`config.mk`:
```
export PLATFORM = sky130hd
export DESIGN_NAME = rss_top
export DESIGN_NICKNAME = d
export VERILOG_FILES = /design/src/rtl/rss_pkg.sv /design/src/rtl/rss_top.sv
export VERILOG_INCLUDE_DIRS = /design/src /design/src/rtl
export SDC_FILE = /design/constraint.sdc
export NUM_CORES = 1
export LEC_CHECK = 0
export BUFFER_PORTS_ARGS = -buffer_cell sky130_fd_sc_hd__buf_2
export CORE_MARGIN = 2
export CORE_UTILIZATION = 26
export DETAILED_ROUTE_END_ITERATION = 10
export MAX_ROUTING_LAYER = met4
export PLACE_DENSITY_LB_ADDON = 0.25
export SLEW_MARGIN = 20
export SYNTH_ARGS = -nofsm -noshare
export SYNTH_HDL_FRONTEND = slang
export SYNTH_SLANG_ARGS = --single-unit
```
`constraint.sdc`:
```
create_clock -name mclk -period 6.55 [get_ports mclk]
set_input_delay 0.9825 -clock mclk [delete_from_list [all_inputs] [get_ports mclk]]
set_output_delay 0.9825 -clock mclk [all_outputs]
set_load 0.01 [all_outputs]
```
`src/rtl/rss_regs.svh`:
```
// Purpose: timing constants for the reset source sequencer
// Assumes: mclk at 10 MHz, period 100 ns
// Notes:   times in their printed units, counts derived from them
`ifndef RSS_REGS_SVH
`define RSS_REGS_SVH
// =====================================================
// clock and times
`define RSS_CLK_HZ            10000000
`define RSS_POR_HOLD_US       4600
`define RSS_LVD_HOLD_US       4600
`define RSS_STARTUP_MIN_MS    570
`define RSS_STARTUP_MAX_MS    780
// =====================================================
// derived cycle counts (start-up from the maximum time)
`define RSS_POR_HOLD_CYC      ((`RSS_POR_HOLD_US * (`RSS_CLK_HZ / 1000000)))
`define RSS_LVD_HOLD_CYC      ((`RSS_LVD_HOLD_US * (`RSS_CLK_HZ / 1000000)))
`define RSS_STARTUP_CYC       ((`RSS_STARTUP_MAX_MS * (`RSS_CLK_HZ / 1000)))
`define RSS_CNT_W             23
`endif

```
`src/rtl/rss_pkg.sv`:
```
// Purpose: types for the reset source sequencer
// Assumes: nothing
// Notes:   one-hot sequencer states
package rss_pkg;
    // =====================================================
    // sequencer states
    typedef enum logic [2:0] {
        RSS_RESET = 3'h1,
        RSS_START = 3'h2,
        RSS_READY = 3'h4
    } rss_state_t;
    // =====================================================
    // status carried out of the block
    typedef struct packed {
        logic reset_n;
        logic ready;
    } rss_status_t;
endpackage

```
`src/rtl/rss_top.sv`:
```
// Purpose: merge pin, power-up and low-voltage resets into one internal reset
// Assumes: detector outputs and pin are asynchronous and synchronised here
// Notes:   hold and start-up counts are parameters for fast simulation
`timescale 1ns/10ps
`include "rss_regs.svh"
// Contract
// - any of three sources asserts reset
// - pin low holds device in reset
// - power-up reset needs pin held high
// - hold reset 4.6 ms after power-up
// - low-voltage detection enters reset
// - hold reset 4.6 ms after low-voltage clears
// - ready only after long start-up interval
// - all timing from main clock
// - sub-clock input ignored entirely
module rss_top
    import rss_pkg::*;
#(
    parameter logic [`RSS_CNT_W-1:0] POR_HOLD_CYC = `RSS_CNT_W'(`RSS_POR_HOLD_CYC),
    parameter logic [`RSS_CNT_W-1:0] LVD_HOLD_CYC = `RSS_CNT_W'(`RSS_LVD_HOLD_CYC),
    parameter logic [`RSS_CNT_W-1:0] STARTUP_CYC  = `RSS_CNT_W'(`RSS_STARTUP_CYC)
) (
    // clock and reset
    input  wire logic  mclk,
    input  wire logic  rst_n,
    // reset sources
    input  wire logic  ext_reset_n_pin,
    input  wire logic  power_up_below,
    input  wire logic  low_voltage_reset0,
    // unused sub-clock oscillator
    input  wire logic  sub_osc_in,
    // results
    output logic       int_reset_n,
    output logic       ctrl_ready
);
    // =====================================================
    // synchronisers
    logic [1:0]        pin_sync_reg;
    logic [1:0]        por_sync_reg;
    logic [1:0]        lvd_sync_reg;
    logic [`RSS_CNT_W-1:0] por_cnt_reg;
    logic [`RSS_CNT_W-1:0] lvd_cnt_reg;
    logic [`RSS_CNT_W-1:0] start_cnt_reg;
    logic              hold_active;
    logic              src_active;
    rss_state_t        state_reg;

    // detectors are analog, so each passes two flops first
    always_ff @(posedge mclk) begin
        if (!rst_n) begin
            pin_sync_reg <= 2'h0;
            por_sync_reg <= 2'h3;
            lvd_sync_reg <= 2'h0;
        end else begin
            pin_sync_reg <= {pin_sync_reg[0], ext_reset_n_pin};
            por_sync_reg <= {por_sync_reg[0], power_up_below};
            lvd_sync_reg <= {lvd_sync_reg[0], low_voltage_reset0};
        end
    end

    // sub_osc_in is deliberately left unread

    // any live source requests reset
    assign src_active = !pin_sync_reg[1] || por_sync_reg[1] || lvd_sync_reg[1];

    // =====================================================
    // hold counters restart on each new request
    // power-up hold only runs while pin is high
    always_ff @(posedge mclk) begin
        if (!rst_n) begin
            por_cnt_reg <= POR_HOLD_CYC;
        end else if (por_sync_reg[1]) begin
            por_cnt_reg <= POR_HOLD_CYC;
        end else if (por_cnt_reg != '0 && pin_sync_reg[1]) begin
            por_cnt_reg <= por_cnt_reg - 1'b1;
        end
    end

    // low-voltage hold counts down once detector clears
    always_ff @(posedge mclk) begin
        if (!rst_n) begin
            lvd_cnt_reg <= '0;
        end else if (lvd_sync_reg[1]) begin
            lvd_cnt_reg <= LVD_HOLD_CYC;
        end else if (lvd_cnt_reg != '0) begin
            lvd_cnt_reg <= lvd_cnt_reg - 1'b1;
        end
    end

    assign hold_active = (por_cnt_reg != '0) || (lvd_cnt_reg != '0);

    // =====================================================
    // release and start-up sequence
    always_ff @(posedge mclk) begin
        if (!rst_n) begin
            state_reg     <= RSS_RESET;
            start_cnt_reg <= '0;
        end else if (src_active || hold_active) begin
            state_reg     <= RSS_RESET;
            start_cnt_reg <= STARTUP_CYC;
        end else begin
            case (state_reg)
                RSS_RESET: begin
                    state_reg <= RSS_START;
                end
                RSS_START: begin
                    if (start_cnt_reg <= `RSS_CNT_W'(1)) begin
                        state_reg <= RSS_READY;
                    end
                    start_cnt_reg <= start_cnt_reg - 1'b1;
                end
                RSS_READY: begin
                    state_reg <= RSS_READY;
                end
                default: begin
                    state_reg <= RSS_RESET;
                end
            endcase
        end
    end

    // outputs registered; the pin minimum widths are the driver's duty
    // is not checked here, a short pulse still resets
    always_ff @(posedge mclk) begin
        if (!rst_n) begin
            int_reset_n <= 1'b0;
            ctrl_ready  <= 1'b0;
        end else begin
            int_reset_n <= !(src_active || hold_active);
            ctrl_ready  <= (state_reg == RSS_READY) && !src_active && !hold_active;
        end
    end
endmodule

```
==> run metrics, run 1 <==
synthesized cell area=between 0.003 and 0.004 mm^2; Pwr Density=around 390 mW/mm^2; Synth cell types=52; synth warn=0; Req. time, crit path=around 6800 ps; drt drc=0; cts repair resizes=0; Ports=8; die height=between 100 and 150 um; pin count of the biggest net entering global routing=27; Worst Hold Class=flop to flop; Fin Setup TNS=0 ps; main combinational cell family by area after synthesis=simple AND/OR/NAND/NOR gates; worst path buffer plus inverter count=2; FF-to-FF Start=por_cnt_reg[0]; largest cells by area after synthesis=dfxtp_1 42%, xnor2_1 7.3%, nor2_1 5.3%; Seq cells post-synth=80; FF+latch area=between 0.0015 and 0.002 mm^2; Final min period=~3000 ps; leakage=1.431 nW; Simple-Gate Fraction of Synth Area=between 20% and 30%; Synth Area in Compound Gates=~11%; hold_buf cts=0; CP arrival=approximately 3200 ps; Core ar.=0.01448 mm^2; CP most frequent cell=inv_1; Post-synth EDFFs=0; Synth top area share=about two fifths; post-CTS setup buffers=0; H-tree depth=3; Adder-Cell Fraction of Synth Area=between 1.5 and 2%; sequential area share after synthesis=approximately two fifths; MaxCap Viol Count=0; detailed router's first-iteration violation count=between 100 and 150; Inst Count DP=600; mean post-synth cell area=9.000 um^2; WS Path Type=flop to flop; routed length per instance=approximately 12 um; Crit. Startpoint=por_cnt_reg[0]; DRT antenna net count=0; R2R Setup Slk=roughly 3500 ps; Via density=~4.7; RSZ-0062 raised after global routing=no; Layout Cells excl Fill=616; outcome=finished, final reports clean; xor and xnor fraction of the mapped netlist area=around 12%; first-pass GRT wire length=13.39 mm; Starting Density=a little over a quarter; ys async rst share=0%; crit path launch type=flop; Clk Latency, worst-skew pair=roughly 340 ps; cell taking the most area after synthesis=dfxtp_1; clock sinks=80; min-delay src=pin_sync_reg[0]; worst hold margin=around 430 ps; Hold Fails Final Rpt=0; Tcrit/Tclk final=between 40 and 50%; CTS root buffer=clkbuf_16; CP top delay family=simple AND/OR/NAND/NOR gates; ratio of cells with drive above 1 in the final layout=approximately 8.8%; worst slew pin tran=781.7 ps; routed wire length=7.588 mm; die area=~0.016 mm^2; antenna diode count=0; Worst Skew=7.748 ps; via count=around 2,900; CP Max Fanout=18; TritonCTS clock tree=yes; Peak Freq=0.3306 GHz; Multi-input gate area=0.002110 mm^2; clock transition at the registers of the reported paths=about 60 ps; multiplexer area fraction after synthesis=0.5561%; syn nets=437; Max Buffers Root-to-Sink=2; setup violators final=0; Peak supply drop=0.2239 mV; Layout Area Growth over Synthesis=14.29%; grt total ovfl=0; Die Wd=approximately 130 um; RePlAce Congestion=0.7671; commonest non-fill, non-tap cell in the layout=dfxtp_1; port buffer count=6; post-DP HPWL=between 5 and 6 mm; Crit. End Element=flop; Slew headroom=a little under half; initial antenna violation count=0; max-slew violation count=0; Synth Flop Type=dfxtp_1; vias in the first global route=2,854; Critical-path top delay cell=or4_1; CTS Buf Count=9; Pre-antenna DRT Iters=4; # rows=44; most frequent cells in the layout=80 x dfxtp_1, 54 x nor2_1, 32 x xnor2_1; CP max stage delay=just under 900 ps; Total Routing Usage GR=10.71%; Syn Inst Count=~430; Layout Nets=roughly 440; FILL cells=1,515; worst path cell trace=inv_1 > ha_1 > nor4b_1 > and4_1 > nand2_4 > or4_1 > inv_1 > o211ai_1
[per-stage QoR]
stage | cell area [um^2] | utilization, % | setup slack (ps) | total power (W)
6_report | 4372 | 30.19 | 3525 | 0.001695
5_1_grt | 4372 | 30.19 | 3262 | 0.001815
4_1_cts | 4372 | 30.19 | 3528 | 0.001718
3_5_place_dp | 4016 | 27.74 | 3264 | 0.001114
3_3_place_gp | 4016 | 27.74 | 3282 | 0.001105
2_1_floorplan | 3825 | - | 4134 | 0.001029
[per-layer routing]
metal	routed length, um	vias up	global-route usage, %
met3	241	5	4.108
met2	3511	29	17.07
li1	-	1522	-
met4	88	0	3.203
met1	3746	1349	12.57
met5	0	-	-
[synth_stat cells, drive strengths merged, types with 2 or more instances]
| master | number |
|---|---|
| nor3 | 19 |
| nor3b | 4 |
| or4 | 13 |
| nor2b | 3 |
| ha | 6 |
| inv | 10 |
| and2 | 4 |
| dfxtp | 80 |
| and4 | 2 |
| buf | 5 |
| nor2 | 54 |
| o31ai | 2 |
| o21ai | 11 |
| o21a | 5 |
| nand2b | 10 |
| a211oi | 5 |
| a2111oi | 2 |
| nand3 | 5 |
| a21oi | 11 |
| o31a | 6 |
| nor4b | 4 |
| nand3b | 3 |
| xor2 | 22 |
| or2 | 3 |
| xnor2 | 32 |
| or3 | 10 |
| nand4b | 3 |
| o2111ai | 2 |
| a21boi | 9 |
| clkbuf | 11 |
| nand4 | 8 |
| o211ai | 5 |
| nor4 | 25 |
| nand2 | 22 |
| and3 | 2 |
[kinds of logic after synthesis]
group	count (synthesis)
simple gates	196
flops	80
compound gates	61
xor+xnor	54
buf+inv	26
fa+ha+maj	6
mux	2
[report_power, final]
group          switching (W)  internal (W)
logic               0.000286      0.000204
clock network       0.000197      0.000392
registers          0.0000654      0.000550
[worst paths after layout]
| kind | endpoint | cells after the start |
|---|---|---|
| worst max-delay path | state_reg[0] | 8 |
| worst min-delay path | pin_sync_reg[1] | 1 |
| worst max register to register | state_reg[0] | 8 |
| worst min register to register | pin_sync_reg[1] | 1 |
[layout make-up]
class	count	area share (%)
Inverter	10	0.8586
Clock buffer	11	5.781
Timing Repair Buffer	7	0.8586
Tap cell	184	5.266
Sequential cell	80	36.63
Multi-Input combinational cell	319	48.25
Clock inverter	5	2.347
Note: power is estimated with default switching activity, not from simulation.
==> run 2, diff against run 1 <==
clock period = 2.95 ns   (was 6.55 ns; I/O delays follow)
==> run 2 against run 1 <==
Compared with the run above: register-to-register slack worse by 3200 ps; sequential cell count unchanged; fmax up 16%; utilization up 0.41 points; routed wire length up 1.3%; final cell count up 2.3%; first-iteration DRC count down 1.6%; setup slack worse by 3200 ps; sequential power up 120%; non-clock buffer count up 15; highest routed layer unchanged; sequential share of layout area down 0.50 points; design area up 1.4%.
==> run metrics, run 2 (synthesis gave the netlist of run 1 again) <==
leakage=around 1.5 nW; setup violators final=0; routed wire length=just under 8 mm; Req. time, crit path=3150 ps; TritonCTS clock tree=yes; Inst Count DP=just over 600; grt total ovfl=0; drt drc=0; pin count of the biggest net entering global routing=26; Ports=8; Gate power share=32.8%; Max Buffers Root-to-Sink=2; final core area utilization=between 30 and 40%; Core ar.=around 0.014 mm^2; Layout Area Growth over Synthesis=15.87%; cts repair resizes=0; via count=2,993; Layout Cells excl Fill=630; worst hold margin=about 300 ps; CP Max Fanout=9; Clk Latency, worst-skew pair=340 ps; WS Path Type=flop to flop; worst slew pin tran=between 600 and 700 ps; Starting Density=between 20% and 30%; Peak supply drop=roughly 0.45 mV; max-slew violation count=0; CP arrival=roughly 2800 ps; Via density=4.751; RePlAce Congestion=between 0.7 and 0.8; outcome=finished, final reports clean; commonest non-fill, non-tap cell in the layout=dfxtp_1; antenna diode count=0; post-CTS setup buffers=0; Layout Nets=around 450; CTS root buffer=clkbuf_16; H-tree depth=3; total power=~0.0037 W; Tcrit/Tclk final=88.75%; routed length per instance=12.21 um; Fin Setup TNS=0 ps; crit path launch type=flop; Worst Hold Class=input port to flop; Pwr Density=~850 mW/mm^2; Final min period=about 2600 ps; Die Wd=between 100 and 150 um; Sw Share=around a third; Total Routing Usage GR=about 11%; MaxCap Viol Count=0; hold_buf cts=0; first-pass GRT wire length=approximately 13 mm; most frequent cells in the layout=80 x dfxtp_1, 54 x nor2_1, 32 x xnor2_1; detailed router's first-iteration violation count=around 120; DRT antenna net count=0; internal power=0.002515 W; clock sinks=80; Reg power frac=between 30% and 40%; initial antenna violation count=0; Pre-antenna DRT Iters=4; Peak Freq=between 0.3 and 0.4 GHz; Slew headroom=57.66%; RSZ-0062 raised after global routing=no; CTS Buf Count=9; vias in the first global route=~2,900; ratio of cells with drive above 1 in the final layout=11.21%; clock transition at the registers of the reported paths=~60 ps; post-DP HPWL=between 5 and 6 mm; Psw=about 0.0012 W; Hold Fails Final Rpt=0; die height=~130 um; Worst Skew=7.990 ps; # rows=44; Clock power frac=a little under a third; Crit. End Element=flop; die area=approximately 0.016 mm^2; port buffer count=6
## run 2: changes by cell type in the layout (fill, tap and decap cells not counted)
cell and change:
bufinv_16 -1, buf_4 +15, clkbuf_8 -2, clkinv_2 +1, clkinvlp_4 -1, clkbuf_1 +2
## run 2: worst max-delay path: stages, from the launching register on
cell and delay (ps):
dfxtp_1 360, or4_4 550, or4_4 510, or4_4 450
nor4_4 440, a21boi_0 170
## run 2: per-layer routing
| metal | up-vias | routed length (um) | track usage [%] |
|---|---|---|---|
| li1 | 1559 | - | - |
| met1 | 1403 | 3753 | 12.45 |
| met2 | 26 | 3618 | 17.55 |
| met3 | 5 | 222 | 3.466 |
| met4 | 0 | 95 | 3.464 |
| met5 | - | 0 | - |
## run 2: power groups by stage
stage	Clock [W]	Combinational, W	Sequential (W)
CTS	0.00120	0.00123	0.00136
floorplan	0	0.000933	0.00135
finish	0.00116	0.00123	0.00136
global placement	0	0.00121	0.00137
detailed placement	0	0.00123	0.00138
global route	0.00124	0.00137	0.00138
## run 2: final cells by class
cell class                      instances  area [um^2]
Clock buffer                           11        232.7
Clock inverter                          4        70.07
Multi-Input combinational cell        319         2110
Inverter                               10        37.54
Sequential cell                        80         1602
Timing Repair Buffer                   22        150.1
Tap cell                              184        230.2
Fill cell                            1528        10050
## run 2: worst paths after layout
kind | start | endpoint | slack [ps] | cells past startpoint
worst max-delay path | lvd_cnt_reg[16] | start_cnt_reg[21] | 330 | 5
worst min-delay path | power_up_below | por_sync_reg[0] | 310 | 2
worst max register to register | lvd_cnt_reg[16] | start_cnt_reg[21] | 330 | 5
worst min register to register | por_sync_reg[0] | por_sync_reg[1] | 410 | 1
## run 2: per-stage QoR
step                      cell area (um^2)  setup WS, ps
after detailed placement              4129         273.3
final                                 4432         332.0
after floorplan                       3825         534.0
after CTS                             4432         284.3
after global placement                4129         327.9
after global routing                  4432         141.7
